## config.mk

```make
export PLATFORM = sky130hd
export DESIGN_NAME = acc_top
export DESIGN_NICKNAME = d
export VERILOG_FILES = /design/src/hdl/acc_pkg.sv /design/src/hdl/acc_cmp_chan.sv /design/src/hdl/acc_sync2.sv /design/src/hdl/acc_top.sv
export VERILOG_INCLUDE_DIRS = /design/src /design/src/hdl
export SDC_FILE = /design/constraint.sdc
export NUM_CORES = 1
export LEC_CHECK = 0
export BUFFER_PORTS_ARGS = -buffer_cell sky130_fd_sc_hd__buf_2
export CORE_MARGIN = 3
export CORE_UTILIZATION = 53
export CTS_CLUSTER_SIZE = 30
export DETAILED_ROUTE_END_ITERATION = 10
export PLACE_DENSITY = 0.87
export SETUP_SLACK_MARGIN = 0.02
export SLEW_MARGIN = 15
export SYNTH_ARGS = -nofsm -noshare
export SYNTH_HDL_FRONTEND = slang
export SYNTH_SLANG_ARGS = --single-unit
```

## constraint.sdc

```tcl
create_clock -name core_clk_i -period 1.7 [get_ports core_clk_i]
set_input_delay 0.34 -clock core_clk_i [delete_from_list [all_inputs] [get_ports core_clk_i]]
set_output_delay 0.34 -clock core_clk_i [all_outputs]
set_load 0.005 [all_outputs]
```

## src/hdl/acc_regs.svh

```systemverilog
`ifndef ACC_REGS_SVH
`define ACC_REGS_SVH

// Register offsets on the 4-bit register port
`define ACC_OFS_CTRL0_C1    4'h0
`define ACC_OFS_CTRL1_C1    4'h1
`define ACC_OFS_CTRL0_C2    4'h2
`define ACC_OFS_CTRL1_C2    4'h3
`define ACC_OFS_MIRROR      4'h4
`define ACC_OFS_IRQ_STATUS  4'h5
`define ACC_OFS_IRQ_CLEAR   4'h6
`define ACC_OFS_IRQ_ENABLE  4'h7

// cmp_control_first field positions
`define ACC_C0_ON           7
`define ACC_C0_RESULT       6
`define ACC_C0_OE           5
`define ACC_C0_POL          4
`define ACC_C0_SP           2
`define ACC_C0_HYS          1
`define ACC_C0_SYNC         0

// cmp_control_second field positions
`define ACC_C1_RISE         7
`define ACC_C1_FALL         6
`define ACC_C1_PCH_LSB      4
`define ACC_C1_NCH_LSB      0

// Reset values
`define ACC_RST_CTRL0       8'h04
`define ACC_RST_CTRL1       8'h00
`define ACC_RST_IRQ_ENABLE  2'h0

// Number of comparator instances
`define ACC_NUM_CMP         2

`endif

```

## src/hdl/acc_pkg.sv

```systemverilog
package acc_pkg;

   typedef logic [7:0] acc_byte_t;

   typedef struct packed {
      logic       on;
      logic       oe;
      logic       pol;
      logic       sp;
      logic       hys;
      logic       sync;
      logic       rise_en;
      logic       fall_en;
      logic [1:0] pos_ch;
      logic [1:0] neg_ch;
   } acc_ctrl_s;

   typedef struct packed {
      logic       result;
      logic       pin_val;
      logic       rise;
      logic       fall;
   } acc_chan_out_s;

endpackage : acc_pkg

```

## src/hdl/acc_cmp_chan.sv

```systemverilog
`timescale 1ns/100ps
module acc_cmp_chan
   import acc_pkg::*;
(
   input  wire logic      core_clk_i,
   input  wire logic      srst_i,
   input  wire acc_ctrl_s ctrl_i,
   input  wire logic      above_sync_i,
   input  wire logic      timer_fall_i,
   output acc_chan_out_s  out_o
);

   logic result_reg;
   logic result_next;
   logic result_prev_reg;
   logic tsync_reg;
   logic tsync_next;
   wire  gated_raw;
   wire  polar_val;
   wire  live_val;

   // A disabled comparator reads low before the polarity stage, so toggling
   // the polarity or the enable still yields an edge, as on the real part.
   assign gated_raw = ctrl_i.on & above_sync_i;
   assign polar_val = gated_raw ^ ctrl_i.pol;

   // Latched on the falling edge of the prescaled timer clock
   assign tsync_next = timer_fall_i ? polar_val : tsync_reg;
   assign live_val   = ctrl_i.sync ? tsync_reg : polar_val;

   assign result_next = live_val;

   always_ff @(posedge core_clk_i) begin
      if (srst_i) begin
         result_reg      <= 1'b0;
         result_prev_reg <= 1'b0;
         tsync_reg       <= 1'b0;
      end else begin
         result_reg      <= result_next;
         result_prev_reg <= result_reg;
         tsync_reg       <= tsync_next;
      end
   end

   assign out_o.result  = result_reg;
   assign out_o.pin_val = live_val;
   assign out_o.rise    = result_reg & ~result_prev_reg;
   assign out_o.fall    = ~result_reg & result_prev_reg;

endmodule : acc_cmp_chan

```

## src/hdl/acc_sync2.sv

```systemverilog
`timescale 1ns/100ps
module acc_sync2 #(
   parameter int WIDTH = 1
) (
   input  wire logic             core_clk_i,
   input  wire logic             srst_i,
   input  wire logic [WIDTH-1:0] async_i,
   output logic      [WIDTH-1:0] sync_o
);

   logic [WIDTH-1:0] meta_reg;
   logic [WIDTH-1:0] sync_reg;

   // First stage is read only by the second stage
   always_ff @(posedge core_clk_i) begin
      if (srst_i) begin
         meta_reg <= '0;
         sync_reg <= '0;
      end else begin
         meta_reg <= async_i;
         sync_reg <= meta_reg;
      end
   end

   assign sync_o = sync_reg;

endmodule : acc_sync2

```

## src/hdl/acc_top.sv

```systemverilog
`timescale 1ns/100ps
`include "acc_regs.svh"
module acc_top
   import acc_pkg::*;
(
   input  wire logic       core_clk_i,
   input  wire logic       srst_i,
   input  wire logic [3:0] reg_addr_i,
   input  wire logic [7:0] reg_wdata_i,
   input  wire logic       reg_wr_i,
   input  wire logic       reg_rd_i,
   output logic      [7:0] reg_rdata_o,
   input  wire logic [1:0] cmp_above_i,
   input  wire logic       timer_clk_i,
   input  wire logic [1:0] pin_direction_i,
   input  wire logic [1:0] port_latch_i,
   output logic      [1:0] cmp_pin_o,
   output logic      [1:0] cmp_pin_oe_o,
   output logic      [1:0] analog_on_o,
   output logic      [1:0] speed_select_o,
   output logic      [1:0] hysteresis_enable_o,
   output logic      [3:0] pos_sel_o,
   output logic      [3:0] neg_sel_o,
   output logic      [1:0] cmp_result_o,
   output logic            irq_o
);

   localparam int NCMP = `ACC_NUM_CMP;

   localparam acc_byte_t RST_C0 = `ACC_RST_CTRL0;
   localparam acc_byte_t RST_C1 = `ACC_RST_CTRL1;

   // Reset image built field by field from the register reset bytes, so the
   // struct order can never shift speed_select away from its normal-speed default
   localparam acc_ctrl_s CTRL_RST = '{
      on:      RST_C0[`ACC_C0_ON],
      oe:      RST_C0[`ACC_C0_OE],
      pol:     RST_C0[`ACC_C0_POL],
      sp:      RST_C0[`ACC_C0_SP],
      hys:     RST_C0[`ACC_C0_HYS],
      sync:    RST_C0[`ACC_C0_SYNC],
      rise_en: RST_C1[`ACC_C1_RISE],
      fall_en: RST_C1[`ACC_C1_FALL],
      pos_ch:  RST_C1[`ACC_C1_PCH_LSB+1:`ACC_C1_PCH_LSB],
      neg_ch:  RST_C1[`ACC_C1_NCH_LSB+1:`ACC_C1_NCH_LSB]
   };

   // Write strobe decode for one offset
   function automatic logic wr_hit(input logic wr, input logic [3:0] addr,
                                   input logic [3:0] ofs);
      wr_hit = wr & (addr == ofs);
   endfunction : wr_hit

   // Maps a comparator index onto its two control register offsets
   function automatic logic [3:0] ctrl_ofs(input int idx, input logic second);
      logic [3:0] base;
      base = (idx == 0) ? `ACC_OFS_CTRL0_C1 : `ACC_OFS_CTRL0_C2;
      ctrl_ofs = second ? (base + 4'h1) : base;
   endfunction : ctrl_ofs

   // Builds the readable image of cmp_control_first
   function automatic acc_byte_t ctrl0_image(input acc_ctrl_s c, input logic res);
      acc_byte_t img;
      img                = 8'h00;
      img[`ACC_C0_ON]    = c.on;
      img[`ACC_C0_RESULT] = res;
      img[`ACC_C0_OE]    = c.oe;
      img[`ACC_C0_POL]   = c.pol;
      img[`ACC_C0_SP]    = c.sp;
      img[`ACC_C0_HYS]   = c.hys;
      img[`ACC_C0_SYNC]  = c.sync;
      ctrl0_image = img;
   endfunction : ctrl0_image

   // Builds the readable image of cmp_control_second
   function automatic acc_byte_t ctrl1_image(input acc_ctrl_s c);
      acc_byte_t img;
      img                                     = 8'h00;
      img[`ACC_C1_RISE]                       = c.rise_en;
      img[`ACC_C1_FALL]                       = c.fall_en;
      img[`ACC_C1_PCH_LSB+1:`ACC_C1_PCH_LSB] = c.pos_ch;
      img[`ACC_C1_NCH_LSB+1:`ACC_C1_NCH_LSB] = c.neg_ch;
      ctrl1_image = img;
   endfunction : ctrl1_image

   acc_ctrl_s       ctrl_reg    [NCMP];
   acc_ctrl_s       ctrl_next   [NCMP];
   acc_chan_out_s   chan_out    [NCMP];
   logic [1:0]      irq_status_reg;
   logic [1:0]      irq_status_next;
   logic [1:0]      irq_enable_reg;
   logic [1:0]      irq_enable_next;
   acc_byte_t       rdata_reg;
   acc_byte_t       rdata_next;
   acc_byte_t       img_first   [NCMP];
   acc_byte_t       img_second  [NCMP];

   wire  [1:0]      above_sync;
   wire             tclk_sync;
   logic            tclk_prev_reg;
   wire             timer_fall;

   wire             wr_irq_clear;
   wire             wr_irq_enable;
   wire  [1:0]      irq_set;
   wire  [1:0]      irq_clr;
   wire  [1:0]      mirror_bits;
   wire  [1:0]      sel_ctrl0;
   wire  [1:0]      sel_ctrl1;
   wire             hit_mirror;
   wire             hit_status;
   wire             hit_enable;

   // Analog result and timer clock come from outside the core clock domain
   acc_sync2 #(
      .WIDTH (2)
   ) u_sync_above (
      .core_clk_i (core_clk_i),
      .srst_i     (srst_i),
      .async_i    (cmp_above_i),
      .sync_o     (above_sync)
   );

   acc_sync2 #(
      .WIDTH (1)
   ) u_sync_tclk (
      .core_clk_i (core_clk_i),
      .srst_i     (srst_i),
      .async_i    (timer_clk_i),
      .sync_o     (tclk_sync)
   );

   always_ff @(posedge core_clk_i) begin
      if (srst_i) begin
         tclk_prev_reg <= 1'b0;
      end else begin
         tclk_prev_reg <= tclk_sync;
      end
   end

   // The timer counts on the rising edge, so latching on the falling one
   // leaves half a timer period for the gate value to settle.
   assign timer_fall = tclk_prev_reg & ~tclk_sync;

   genvar g;
   generate
      for (g = 0; g < NCMP; g++) begin : g_cmp
         wire wr_c0;
         wire wr_c1;
         wire rd_hit_c0;
         wire rd_hit_c1;

         assign wr_c0     = wr_hit(reg_wr_i, reg_addr_i, ctrl_ofs(g, 1'b0));
         assign wr_c1     = wr_hit(reg_wr_i, reg_addr_i, ctrl_ofs(g, 1'b1));
         assign rd_hit_c0 = reg_addr_i == ctrl_ofs(g, 1'b0);
         assign rd_hit_c1 = reg_addr_i == ctrl_ofs(g, 1'b1);
         assign sel_ctrl0[g] = rd_hit_c0;
         assign sel_ctrl1[g] = rd_hit_c1;

         always_comb begin
            ctrl_next[g] = ctrl_reg[g];
            if (wr_c0) begin
               ctrl_next[g].on   = reg_wdata_i[`ACC_C0_ON];
               ctrl_next[g].oe   = reg_wdata_i[`ACC_C0_OE];
               ctrl_next[g].pol  = reg_wdata_i[`ACC_C0_POL];
               ctrl_next[g].sp   = reg_wdata_i[`ACC_C0_SP];
               ctrl_next[g].hys  = reg_wdata_i[`ACC_C0_HYS];
               ctrl_next[g].sync = reg_wdata_i[`ACC_C0_SYNC];
            end
            if (wr_c1) begin
               ctrl_next[g].rise_en = reg_wdata_i[`ACC_C1_RISE];
               ctrl_next[g].fall_en = reg_wdata_i[`ACC_C1_FALL];
               ctrl_next[g].pos_ch  = reg_wdata_i[`ACC_C1_PCH_LSB+1:`ACC_C1_PCH_LSB];
               ctrl_next[g].neg_ch  = reg_wdata_i[`ACC_C1_NCH_LSB+1:`ACC_C1_NCH_LSB];
            end
         end

         always_ff @(posedge core_clk_i) begin
            if (srst_i) begin
               ctrl_reg[g] <= CTRL_RST;
            end else begin
               ctrl_reg[g] <= ctrl_next[g];
            end
         end

         acc_cmp_chan u_chan (
            .core_clk_i   (core_clk_i),
            .srst_i       (srst_i),
            .ctrl_i       (ctrl_reg[g]),
            .above_sync_i (above_sync[g]),
            .timer_fall_i (timer_fall),
            .out_o        (chan_out[g])
         );

         wire pin_sel;
         wire drive_en;

         // Override follows pin_output_enable alone; comparator_on only gates the driver
         assign pin_sel         = ctrl_reg[g].oe ? chan_out[g].pin_val
                                                 : port_latch_i[g];
         assign drive_en        = ~ctrl_reg[g].oe | ctrl_reg[g].on;
         assign cmp_pin_o[g]    = pin_sel;
         assign cmp_pin_oe_o[g] = ~pin_direction_i[g] & drive_en;

         assign analog_on_o[g]         = ctrl_reg[g].on;
         assign speed_select_o[g]      = ctrl_reg[g].sp;
         assign hysteresis_enable_o[g] = ctrl_reg[g].hys;
         assign pos_sel_o[2*g+1:2*g]   = ctrl_reg[g].on ? ctrl_reg[g].pos_ch : 2'h0;
         assign neg_sel_o[2*g+1:2*g]   = ctrl_reg[g].on ? ctrl_reg[g].neg_ch : 2'h0;
         assign cmp_result_o[g]        = chan_out[g].result;
         assign mirror_bits[g]         = chan_out[g].result;

         assign irq_set[g] = (chan_out[g].rise & ctrl_reg[g].rise_en)
                             | (chan_out[g].fall & ctrl_reg[g].fall_en);
         assign irq_clr[g] = wr_irq_clear & reg_wdata_i[g];

         assign img_first[g]  = ctrl0_image(ctrl_reg[g], chan_out[g].result);
         assign img_second[g] = ctrl1_image(ctrl_reg[g]);
      end
   endgenerate

   // Interrupt status, clear and enable
   assign wr_irq_clear  = wr_hit(reg_wr_i, reg_addr_i, `ACC_OFS_IRQ_CLEAR);
   assign wr_irq_enable = wr_hit(reg_wr_i, reg_addr_i, `ACC_OFS_IRQ_ENABLE);

   // Set wins over a clear in the same cycle so no edge is lost
   assign irq_status_next = (irq_status_reg & ~irq_clr) | irq_set;
   assign irq_enable_next = wr_irq_enable ? reg_wdata_i[1:0] : irq_enable_reg;

   always_ff @(posedge core_clk_i) begin
      if (srst_i) begin
         irq_status_reg <= 2'h0;
      end else begin
         irq_status_reg <= irq_status_next;
      end
   end

   always_ff @(posedge core_clk_i) begin
      if (srst_i) begin
         irq_enable_reg <= `ACC_RST_IRQ_ENABLE;
      end else begin
         irq_enable_reg <= irq_enable_next;
      end
   end

   assign irq_o = |(irq_status_reg & irq_enable_reg);

   // Shared registers of the read path
   assign hit_mirror = reg_addr_i == `ACC_OFS_MIRROR;
   assign hit_status = reg_addr_i == `ACC_OFS_IRQ_STATUS;
   assign hit_enable = reg_addr_i == `ACC_OFS_IRQ_ENABLE;

   // Read path; write-only and unmapped offsets read as zero
   always_comb begin
      rdata_next = 8'h00;
      for (int i = 0; i < NCMP; i++) begin
         if (sel_ctrl0[i]) begin
            rdata_next = img_first[i];
         end
         if (sel_ctrl1[i]) begin
            rdata_next = img_second[i];
         end
      end
      if (hit_mirror) begin
         rdata_next = {6'h00, mirror_bits};
      end
      if (hit_status) begin
         rdata_next = {6'h00, irq_status_reg};
      end
      if (hit_enable) begin
         rdata_next = {6'h00, irq_enable_reg};
      end
   end

   // Data stand for one cycle only, so a stale value can never pass
   // for the answer to a later read

   always_ff @(posedge core_clk_i) begin
      if (srst_i) begin
         rdata_reg <= 8'h00;
      end else if (reg_rd_i) begin
         rdata_reg <= rdata_next;
      end else begin
         rdata_reg <= 8'h00;
      end
   end

   assign reg_rdata_o = rdata_reg;

endmodule : acc_top
```

== After elaboration in Yosys (flattened, before gate mapping) ==
Memory sizes are Yosys's and may differ from the RTL's.
Cells that the tools add are included.
Widths: inputs -> output; s select.
Word-level totals
  bits in registers: 25
  bits in latches: 0
  bits in writable memories: 24
  ROM bits: 0
  input bits: 23
  output and inout port bits: 29
  memories kept: 1
Memories
  ctrl_reg: depth 2, width 12, read ports 2, clocked after memory_dff 0, wr ports 2, line acc_top.sv:86  | acc_ctrl_s ctrl_reg [NCMP];
Operators by class
  add/sub/neg operators: 0
  multipliers: 0
  div/mod/pow operators: 0
  magnitude comparators: 0
  equal/unequal tests: 7
  shift operators: 0
  muxes and demuxes: 24
  bitwise logic cells: 43
  reductions and logical operators: 6
Operators by type and width (number)
  $mux 8: 4
  $mux 12: 2
  $mux 6: 4
  $and 1x1->1: 21
  $eq 4x3->1 const B: 4
  $mux 2: 7
  $not 1->1: 10
  $eq 4x2->1 const B: 2
  $reduce_or 8->1: 1
  $mux 1: 7
  $or 1x1->1: 6
  $reduce_or 6->1: 1
  $reduce_or 5->1: 1
  $and 2x2->2: 2
  $eq 4x1->1 const B: 1
  $logic_not 4->1: 1
  $reduce_or 2->1: 2
  $not 2->2: 1
  $or 2x2->2: 1
  $xor 1x1->1: 2

== Logic depth before layout (Yosys ltp) ==
Gate-level depths: netlist of run 1.
  depth after elaboration: 8
  mapped depth: 6
  depth with buffers taken out: 3

== Cells and area by module ==
Synthesis of run 1 repeated with hierarchy kept, for this count alone.
Second synthesis, totals
  cells, all modules: 229
  area, all modules: 2287.2 um2
Modules (own cells, without submodules)
  acc_top: instances 1, cells each 183, area an instance 1786.7 um2, seq. area each 720.7 um2
  acc_cmp_chan: instances 2, cells each 17, area an instance 171.4 um2, seq. area each 60.1 um2
  acc_sync2 (u_sync_above): instances 1, cells each 8, area an instance 105.1 um2, seq. area each 80.1 um2
  acc_sync2 (u_sync_tclk): instances 1, cells each 4, area an instance 52.6 um2, seq. area each 40.0 um2

== Worst setup path after synthesis of run 1 ==
No wires, ideal clock.
  kind: register to output
  from: memory ctrl_reg[0][11] (netlist name)
  to: output port cmp_pin_o[0]
  arrival time: 1.017 ns
  data required time: 1.360 ns
  slack: 0.343 ns
  cell stages (with the launch flop): 5
  path through: dfxtp_1 -> and3b_1 -> nor3_1 -> o31ai_1 -> buf_4
RTL lines
  start, declared: line acc_top.sv:86
  end, declared: line acc_top.sv:17  | output logic [1:0] cmp_pin_o,

==> summary.md, run 1 <==
| Metric | Value |
|---|---|
| Yosys warning total | 0 |
| Ant. Diodes | 0 |
| Mean Syn Cell Area | 9.055 um2 |
| Core area | 4115 um2 |
| PD cells | 820.7 nW/um2 |
| Multi-input gate area | 1176 um2 |
| Final Setup Violations | 0 |
| Mapped Cells | 257 |
| Via count | 2076 |
| RSZ-0062 raised after global routing | yes |
| Cell with the most instances after synthesis | dfxtp_1 |
| Number of flops mapped to enable cells by yosys | 0 |
| Final Skew | 0.01129 ns |
| Min-Delay Path Class | in -> reg |
| Reg area | 967.2 um2 |
| GP Congestion | 0.8941 |
| Worst Setup Path Type | reg -> out |
| Final period utilization | 0.9742 |
| Initial antenna violation count | 0 |
| Buffers on Ports | 49 |
| All-Layer GR Usage | 0.2224 |
| Worst-Skew Late Latency | 0.30 ns |
| CP Data Required Time | 1.36 ns |
| Synth top area share | 0.4129 |
| Share of layout cells above drive strength 1 | 0.3087 |
| Final nets | 320 |
| Starting density of the core | 0.5655 |
| Hold slack final | 0.2565 ns |
| Synth async-reset ratio | 0 |
| Width of the die | 72.27 um |
| Synth unique cells | 45 |
| # clock sinks | 48 |
| Die H | 72.27 um |
| Top achievable clock speed | 603.8 MHz |
| Largest register FFs | 24 |
| Net count of the mapped netlist | 280 |
| Post-route DRC | 0 |
| Clock-pin transition on the worst setup and hold timing paths | 0.08 ns |
| Family with the most delay on the worst path | flip-flops |
| Top_reg_cell synth | dfxtp_1 |
| Period minus WS final | 1.656 ns |
| Final hold vios | 0 |
| TritonCTS clock tree | yes |
| CP arrival | 1.32 ns |
| Critical-path cell list | and3b_2 -> nor3_2 -> o31ai_1 -> buf_2 |
| WL final | 5689 um |
| Synth area leader | dfxtp_1 |
| DRT Pass-1 Iters | 4 |
| Yosys reg bits | 48 |
| Max-cap violations | 0 |
| Clk root buf | clkbuf_8 |
| Total CTS buffers | 5 |
| Buf/Inv on CP | 1 |
| Via density | 5.966 |
| Crit end category | output port |
| Startpoint class of the critical path | register |
| Final worst slack | 0.04380 ns |
| CTS Hold Buffers Added | 0 |
| Lkg Pwr | 1.085 nW |
| 1st-iter DRT viols | 192 |
| Pins over their slew limit | 0 |
| Status | finished clean |
| IO Pins | 52 |
| Synth top cells by count | dfxtp_1 (48), a21oi_1 (27), nand3_1 (21) |
| Routed len/inst | 16.35 um |
| Max stage delay on crit path | 0.35 ns |
| Slowest-stage cell, CP | dfxtp_2 |
| CTS H-tree depth | 2 |
| Synthesis-to-layout area growth | 14.95% |
| First-pass GRT wire length | 9025 um |
| Vias in the first global route | 1847 |
| Die Footprint | 5222 um2 |
| CTS Buffer Depth | 2 |
| Pin count of the biggest net entering global routing | 42 |
| Synthesized area | 2327 um2 |
| Detail Route Antenna Nets | 0 |
| Dpl ws | 0.1171 ns |
| Fill cells | 339 |
| Num rows | 23 |
| Sequential cell area fraction in the yosys report | 0.4129 |
| DP HPWL | 3961 um |
| Top cells by area, synth | dfxtp_1 (41%), a21oi_1 (5.8%), buf_4 (4.5%) |
| Grt ovf | 0 |
| Max IR drop VDD | 0.6126 mV |
| Crit path max fanout | 4 |
| Setup TNS | 0 ns |
==> what timing repair did <==
item / 4_1_cts / 5_1_grt
cloned: 0 / 0
pin swaps: 0 / 1
gates resized for setup: 6 / 7
setup buffers: 0 / 1
endpoints found under the setup margin: 2 / 2
==> report_power, final <==
part | switching [mW] | internal (mW)
Combinational | 0.122 | 0.0830
Sequential | 0.0131 | 1.14
Clock | 0.392 | 0.443
Total | 0.526 | 1.67
==> worst register-to-register path, cell delays in order, from the launching register on <==
cell and delay, ns:
dfxtp_2 0.35, buf_4 0.18, mux4_2 0.44, and3_1 0.19
==> cell usage in the layout, fill, tap and decap left out, drive strengths merged, types with 2 or more instances in the layout <==
cell    count
buf        61
nand3b     13
clkbuf      5
nor3b       3
o21ai      29
dfxtp      48
mux4        4
and3b       2
a21oi      27
nor2b      14
a21boi      3
o31ai       2
or3b        3
and2        8
and3        4
nor3        7
mux2i       5
a31oi       2
nand3      21
nand2       4
nor2        7
nand2b      3
inv         6
==> final timing paths <==
kind                            cells past startpoint  slack, ns                      from                        to
worst max-delay path                                4       0.04            ctrl_reg[0][9]              cmp_pin_o[0]
worst min-delay path                                2       0.26            cmp_above_i[0]  u_sync_above.meta_reg[0]
worst max register to register                      3       0.44           ctrl_reg[0][11]            reg_rdata_o[7]
worst min register to register                      1       0.45  u_sync_above.meta_reg[1]    u_sync_above.sync_o[1]
==> layer usage <==
layer,track usage,routed length [um],part of all wire
met1,0.2904,2347,0.41
met2,0.3721,2829,0.50
met3,0.04848,454,0.080
met4,0.05846,57,0.010
met5,0,0,0
==> through the flow <==
| stage | cells | cell area, um2 | power, mW | util |
|---|---|---|---|---|
| finish | 348 | 2675 | 2.196 | 0.6500 |
| global route | 348 | 2675 | 2.267 | 0.6500 |
| CTS | 347 | 2653 | 2.194 | 0.6446 |
| detailed placement | 339 | 2520 | 1.379 | 0.6123 |
| global placement | 339 | 2520 | 1.372 | 0.6123 |
| floorplan | 257 | 2327 | 1.317 | - |
==> layout make-up <==
cell class                      instances  area share
Inverter                                5    0.007016
Multi-Input combinational cell        176      0.4397
Tap cell                               50     0.02339
Sequential cell                        48      0.3616
Timing Repair Buffer                   61      0.1254
Clock buffer                            5     0.02572
Clock inverter                          3     0.01731
==> logic make-up after synthesis <==
logic type	Yosys count	synth area share
compound gates	69	0.1731
other cells	1	0.001611
flops	48	0.4129
buf+inv	33	0.09301
simple gates	97	0.2591
mux	9	0.06022
Power figures use the tool's default switching activity.
==> run 2, diff against run 1 <==
--- a/config.mk
+++ b/config.mk
@@ -8,9 +8,11 @@
 export LEC_CHECK = 0
 export BUFFER_PORTS_ARGS = -buffer_cell sky130_fd_sc_hd__buf_2
-export CORE_MARGIN = 3
-export CORE_UTILIZATION = 53
+export CELL_PAD_IN_SITES_DETAIL_PLACEMENT = 0
+export CELL_PAD_IN_SITES_GLOBAL_PLACEMENT = 1
+export CORE_MARGIN = 8
+export CORE_UTILIZATION = 40
 export CTS_CLUSTER_SIZE = 30
 export DETAILED_ROUTE_END_ITERATION = 10
-export PLACE_DENSITY = 0.87
+export PLACE_DENSITY = 0.88
 export SETUP_SLACK_MARGIN = 0.02
 export SLEW_MARGIN = 15
==> constraint.sdc (replaced) <==
create_clock -name core_clk_i -period 1.7 [get_ports core_clk_i]
set_input_delay 0.34 -clock core_clk_i [delete_from_list [all_inputs] [get_ports core_clk_i]]
set_output_delay 0.34 -clock core_clk_i [all_outputs]
set_load 0.02 [all_outputs]
==> summary.md, run 2 (same netlist as run 1, synthesis figures left out) <==
| Metric | Value |
|---|---|
| Num rows | 27 (was 23) |
| Worst Setup Path Type | reg -> out (unchanged) |
| Post-layout util | 0.4916 (was 0.6500) |
| Clock Power Share | 0.377 (was 0.380) |
| Buffers on Ports | 49 (unchanged) |
| Clk root buf | clkbuf_8 (unchanged) |
| Largest register FFs | 24 (unchanged) |
| Vias in the first global route | 1952 (was 1847) |
| Sw Share | 0.2459 (was 0.2396) |
| RSZ-0062 raised after global routing | yes (unchanged) |
| Post-DP Area | 2532 um2 (was 2520 um2) |
| Starting density of the core | 0.4175 (was 0.5655) |
| IO Pins | 52 (unchanged) |
| CTS Buffer Depth | 2 (unchanged) |
| Via count | 2023 (was 2076) |
| Via density | 5.424 (was 5.966) |
| Clock-pin transition on the worst setup and hold timing paths | 0.09 ns (was 0.08 ns) |
| Final period utilization | 1.009 (was 0.9742) |
| Failing checks | negative setup slack |
| PD cells | 803.5 nW/um2 (was 820.7 nW/um2) |
| Lkg Pwr | 1.108 nW (was 1.085 nW) |
| DRT Pass-1 Iters | 4 (unchanged) |
| Flop pwr share | 0.524 (was 0.527) |
| Width of the die | 92.28 um (was 72.27 um) |
| Logic gate share of total power | 0.099 (was 0.093) |
| Max IR drop VDD | 0.3088 mV (was 0.6126 mV) |
| Buf/Inv on CP | 1 (unchanged) |
| Die H | 92.28 um (was 72.27 um) |
| Family with the most delay on the worst path | flip-flops (unchanged) |
| All-Layer GR Usage | 0.1434 (was 0.2224) |
| Total CTS buffers | 5 (unchanged) |
| Worst-Skew Late Latency | 0.30 ns (about the same) |
| Status | finished with violations (was finished clean) |
| Share of layout cells above drive strength 1 | 0.3256 (was 0.3087) |
| Final hold vios | 0 (unchanged) |
| Initial antenna violation count | 0 (unchanged) |
| Final worst slack | -0.01605 ns (was 0.04380 ns) |
| Crit path max fanout | 4 (unchanged) |
| Post-route DRC | 0 (unchanged) |
| Routed len/inst | 16.44 um (was 16.35 um) |
| Max-cap violations | 0 (unchanged) |
| Final Skew | 0.003736 ns (was 0.01129 ns) |
| Pin count of the biggest net entering global routing | 42 (unchanged) |
| Pint | 1.660 mW (was 1.669 mW) |
| Detail Route Antenna Nets | 0 (unchanged) |
| CP Data Required Time | 1.36 ns (about the same) |
| Grt ovf | 0 (unchanged) |
| Critical-path cell list | and3b_2 -> nor3_4 -> o31ai_2 -> buf_4 (was and3b_2 -> nor3_2 -> o31ai_1 -> buf_2) |
| Crit end category | output port (unchanged) |
| Ant. Diodes | 0 (unchanged) |
| Min-Delay Path Class | in -> reg (unchanged) |
| CTS H-tree depth | 2 (unchanged) |
| Core area | 5574 um2 (was 4115 um2) |
| Final instance area | 2740 um2 (was 2675 um2) |
| Highest-count cells in the layout ignoring fill and taps | buf_2 (48), dfxtp_1 (42), a21oi_1 (27) (was buf_2 (49), dfxtp_1 (43), a21oi_1 (27)) |
| Placed cell count | 359 (was 339) |
| GP Congestion | 0.8866 (was 0.8941) |
| # clock sinks | 48 (unchanged) |
| DP HPWL | 4268 um (was 3961 um) |
| Final Setup Violations | 1 (was 0) |
| Min-delay src | timer_clk_i (was cmp_above_i[0]) |
| Slowest-stage cell, CP | dfxtp_4 (was dfxtp_2) |
| Critical path origin | ctrl_reg[0][11] (was ctrl_reg[0][9]) |
| Startpoint class of the critical path | register (unchanged) |
| CP arrival | 1.38 ns (was 1.32 ns) |
| Top achievable clock speed | 582.7 MHz (was 603.8 MHz) |
| Final non-filler cell total | 373 (was 348) |
| Final nets | 323 (was 320) |
| RR Startpoint | ctrl_reg[0][11] (unchanged) |
| Dpl ws | 0.1291 ns (was 0.1171 ns) |
| First-pass GRT wire length | 9791 um (was 9025 um) |
| WL final | 6131 um (was 5689 um) |
| Pins over their slew limit | 0 (unchanged) |
| 1st-iter DRT viols | 168 (was 192) |
| Period minus WS final | 1.716 ns (was 1.656 ns) |
| TritonCTS clock tree | yes (unchanged) |
| NetSw | 0.5414 mW (was 0.5261 mW) |
| Synthesis-to-layout area growth | 17.74% (was 14.95%) |
| Max stage delay on crit path | 0.38 ns (was 0.35 ns) |
| Die Footprint | 8515 um2 (was 5222 um2) |
| Final Power | 2.202 mW (was 2.196 mW) |
| Commonest non-fill, non-tap cell in the layout | buf_2 (unchanged) |
-- run 2: path summary, 6_finish.rpt --
path,cells past startpoint,to,slack (ns)
max reg2reg,3,reg_rdata_o[7],0.45
min reg2reg,1,u_sync_tclk.sync_o,0.44
max,4,cmp_pin_o[0],-0.02
min,2,u_sync_tclk.meta_reg,0.24
-- run 2: area by class of cell --
class / count / area [um2]
clock buffer: 5 / 68.82
clock inverter: 3 / 42.54
fill: 548 / 2834
inverter: 5 / 18.77
multi-input combinational: 176 / 1189
sequential: 48 / 970.9
tap: 72 / 90.09
timing repair buffer: 64 / 360.3
-- run 2: power by group through the flow --
stage	Combinational [mW]	Clock (mW)	Sequential (mW)
CTS	0.214	0.838	1.16
global placement	0.208	0	1.18
finish	0.217	0.830	1.15
detailed placement	0.210	0	1.18
floorplan	0.151	0	1.18
global route	0.236	0.893	1.16
-- run 2: timing repair --
item | 4_1_cts | 5_1_grt
hold buffers | 0 | 0
endpoints found under the setup margin | 2 | 2
pin swaps | 2 | 4
resized for setup | 10 | 9
buffers inserted | 5 | 1
-- run 2: per-layer routing --
| metal | global-route usage | up-vias | routed length [um] |
|---|---|---|---|
| met2 | 0.2384 | 58 | 3082 |
| met1 | 0.1720 | 966 | 2631 |
| met4 | 0.05503 | 0 | 72 |
| met5 | 0 | - | 0 |
| li1 | - | 993 | - |
| met3 | 0.03830 | 6 | 345 |
-- run 2: stage by stage --
stage | setup TNS (ns) | hold slack [ns]
floorplan | 0 | 0.4116
global placement | 0 | 0.4199
detailed placement | 0 | 0.4204
CTS | -0.02455 | 0.2338
global route | -0.1245 | 0.2460
finish | -0.01605 | 0.2395
==> run 3, diff against run 2 <==
- ABC_AREA: default -> 1
- CORE_UTILIZATION: 40 -> 37
- PLACE_DENSITY: 0.88 -> 0.87
==> summary.md, run 3 <==
| Metric | Value |
|---|---|
| R2R depth | 5 (was 3) |
| Detail Route Antenna Nets | 0 (unchanged) |
| Via count | 1982 (was 2023) |
| Buf/Inv on CP | 1 (unchanged) |
| Number of flops mapped to enable cells by yosys | 0 (unchanged) |
| Max-cap violations | 0 (unchanged) |
| Startpoint class of the critical path | register (unchanged) |
| Crit path depth | 5 (was 4) |
| Synth top cells by count | nand2_1 (57), dfxtp_1 (48), inv_1 (43) (was dfxtp_1 (48), a21oi_1 (27), nand3_1 (21)) |
| Cell with the most instances after synthesis | nand2_1 (was dfxtp_1) |
| Min-delay src | timer_clk_i (unchanged) |
| Core area | 5851 um2 (was 5574 um2) |
| All-Layer GR Usage | 0.1305 (was 0.1434) |
| Period minus WS final | 1.620 ns (was 1.716 ns) |
| Routed len/inst | 12.72 um (was 16.44 um) |
| Synthesis-to-layout area growth | 17.82% (was 17.74%) |
| Critical path origin | ctrl_reg[0][11] (unchanged) |
| Crit end category | output port (unchanged) |
| Pint | 1.549 mW (was 1.660 mW) |
| RSZ-0062 raised after global routing | yes (unchanged) |
| Top cells by area, synth | dfxtp_1 (43%), nand2_1 (9.7%), inv_1 (7.3%) (was dfxtp_1 (41%), a21oi_1 (5.8%), buf_4 (4.5%)) |
| Clock-pin transition on the worst setup and hold timing paths | 0.09 ns (about the same) |
| Critical path destination | cmp_pin_o[0] (unchanged) |
| Total CTS buffers | 5 (unchanged) |
| Setup TNS | 0 ns (was -0.01605 ns) |
| DP HPWL | 4167 um (was 4268 um) |
| Top_reg_cell synth | dfxtp_1 (unchanged) |
| 1st-iter DRT viols | 108 (was 168) |
| Reg2reg end | g_cmp[0].u_chan.result_reg (was reg_rdata_o[7]) |
| Yosys reg bits | 48 (unchanged) |
| Clock Power Share | 0.340 (was 0.377) |
| Synthesized area | 2212 um2 (was 2327 um2) |
| Status | finished clean (was finished with violations) |
| Vias in the first global route | 1935 (was 1952) |
| Fill cells | 617 (was 548) |
| # clock sinks | 48 (unchanged) |
| Starting density of the core | 0.3781 (was 0.4175) |
| Lkg Pwr | 1.242 nW (was 1.108 nW) |
| WL final | 5459 um (was 6131 um) |
| Logic gate share of total power | 0.099 (about the same) |
| Die H | 93.32 um (was 92.28 um) |
| Critical-path cell list | nand2_2 -> xor2_2 -> o21ai_2 -> o21ai_1 -> buf_4 (was and3b_2 -> nor3_4 -> o31ai_2 -> buf_4) |
| Commonest non-fill, non-tap cell in the layout | nand2_1 (was buf_2) |
| IO Pins | 52 (unchanged) |
| Yosys warning total | 0 (unchanged) |
| Top achievable clock speed | 617.3 MHz (was 582.7 MHz) |
| Worst-Skew Late Latency | 0.30 ns (about the same) |
| CTS H-tree depth | 2 (unchanged) |
| Share of layout cells above drive strength 1 | 0.2684 (was 0.3256) |
| CP Data Required Time | 1.36 ns (about the same) |
| Min-Delay Path Class | in -> reg (unchanged) |
| Largest register FFs | 24 (unchanged) |
| CP arrival | 1.28 ns (was 1.38 ns) |
| Buffers on Ports | 49 (unchanged) |
| Net count of the mapped netlist | 331 (was 280) |
| Slowest-stage cell, CP | dfxtp_2 (was dfxtp_4) |
| Post-route DRC | 0 (unchanged) |
| Initial antenna violation count | 0 (unchanged) |
| Synth area leader | dfxtp_1 (unchanged) |
| Mean Syn Cell Area | 7.182 um2 (was 9.055 um2) |
| Worst Setup Path Type | reg -> out (unchanged) |
| Clk root buf | clkbuf_8 (unchanged) |
| Final Skew | 0.009602 ns (was 0.003736 ns) |
| Crit path max fanout | 2 (was 4) |
| Final nets | 376 (was 323) |
| RR Startpoint | ctrl_reg[0][11] (unchanged) |
| Pin count of the biggest net entering global routing | 27 (was 42) |
| Grt ovf | 0 (unchanged) |
| First-pass GRT wire length | 9011 um (was 9791 um) |
| PD cells | 793.9 nW/um2 (was 803.5 nW/um2) |
| Mapped Cells | 308 (was 257) |
| Sequential cell area fraction in the yosys report | 0.4344 (was 0.4129) |
| DRT Pass-1 Iters | 4 (unchanged) |
| Width of the die | 93.32 um (was 92.28 um) |
| Synth unique cells | 29 (was 45) |
| Hold slack final | 0.2358 ns (was 0.2395 ns) |
| Synth top area share | 0.4344 (was 0.4129) |
| Num rows | 28 (was 27) |
| Max IR drop VDD | 0.3095 mV (was 0.3088 mV) |
| Family with the most delay on the worst path | flip-flops (unchanged) |
| Die Footprint | 8709 um2 (was 8515 um2) |
| TritonCTS clock tree | yes (unchanged) |
| Reg2Reg Setup Slack | 0.70 ns (was 0.45 ns) |
| Highest-count cells in the layout ignoring fill and taps | nand2_1 (56), buf_2 (47), dfxtp_1 (42) (was buf_2 (48), dfxtp_1 (42), a21oi_1 (27)) |
| Max stage delay on crit path | 0.35 ns (was 0.38 ns) |
| NetSw | 0.5204 mW (was 0.5414 mW) |
| Synth async-reset ratio | 0 (unchanged) |
| Final hold vios | 0 (unchanged) |
| Sw Share | 0.2515 (was 0.2459) |
| Ant. Diodes | 0 (unchanged) |
| Flop pwr share | 0.561 (was 0.524) |
| Final period utilization | 0.9529 (was 1.009) |
| Via density | 4.620 (was 5.424) |
| GP Congestion | 0.8282 (was 0.8866) |
| Final Setup Violations | 0 (was 1) |
| CTS Buffer Depth | 2 (unchanged) |
| Pins over their slew limit | 0 (unchanged) |
==> run 3: per-stage QoR <==
stage / utilization / power, mW / instance area [um2] / instances / setup slack [ns]
3_3_place_gp: 0.4185 / 1.382 / 2449 / 418 / 0.1846
4_1_cts: 0.4386 / 2.091 / 2566 / 427 / 0.02212
2_1_floorplan: - / 1.323 / 2212 / 308 / 0.3071
5_1_grt: 0.4455 / 2.171 / 2606 / 429 / 0.002250
3_5_place_dp: 0.4185 / 1.385 / 2449 / 418 / 0.1438
6_report: 0.4455 / 2.069 / 2606 / 429 / 0.08012
==> run 3: worst min-delay path by stage <==
stage,to,slack (ns),cells past startpoint
2_1_floorplan,u_sync_above.sync_o[0],0.39,2
6_report,u_sync_tclk.meta_reg,0.24,3
4_1_cts,u_sync_tclk.meta_reg,0.23,3
5_1_grt,u_sync_tclk.meta_reg,0.23,3
3_3_place_gp,u_sync_above.sync_o[1],0.39,2
3_5_place_dp,u_sync_tclk.sync_o,0.40,2
==> run 3: routing by layer <==
layer | wire (um) | up-vias | track usage
met1 | 2349 | 884 | 0.1471
met4 | 51 | 0 | 0.04698
met2 | 2715 | 49 | 0.2280
met3 | 343 | 5 | 0.03686
li1 | - | 1044 | -
met5 | 0 | - | 0
==> run 3: cells by family (layout without fill, tap and decap cells) <==
group           count (synthesis)  count (layout)  share of synthesized area
buf+inv                        70             116                     0.1544
other cells                     1               1                   0.001695
xor+xnor                        2               2                   0.007920
simple gates                  127             127                     0.2602
compound gates                 60              60                     0.1414
flops                          48              48                     0.4344
==> run 3: area by class of cell <==
| class | count | area, um2 | share of cell area |
|---|---|---|---|
| Clock inverter | 1 | 7.507 | 0.002880 |
| Clock buffer | 7 | 86.33 | 0.03313 |
| Inverter | 49 | 186.4 | 0.07153 |
| Sequential cell | 48 | 968.4 | 0.3716 |
| Multi-Input combinational cell | 190 | 938.4 | 0.3601 |
| Timing Repair Buffer | 59 | 325.3 | 0.1248 |
| Tap cell | 75 | 93.84 | 0.03601 |
==> run 3: power groups by stage <==
stage	Sequential, mW	Combinational, mW	Clock (mW)
2_1_floorplan	1.18	0.138	0
3_5_place_dp	1.19	0.200	0
4_1_cts	1.16	0.202	0.730
5_1_grt	1.16	0.232	0.775
6_report	1.16	0.206	0.703
3_3_place_gp	1.18	0.198	0
==> run 3: worst min-delay path: cells and delay by family <==
family	cells	cell delay (ns)
buf+inv	2	0.10
simple gates	1	0.06
==> run 3: what timing repair did <==
action,CTS,global route
hold endpoints to repair,0,0
resized for setup,7,12
buffers inserted,1,2
pin swaps,2,6
hold buffers,0,0
setup endpoints to repair,2,2
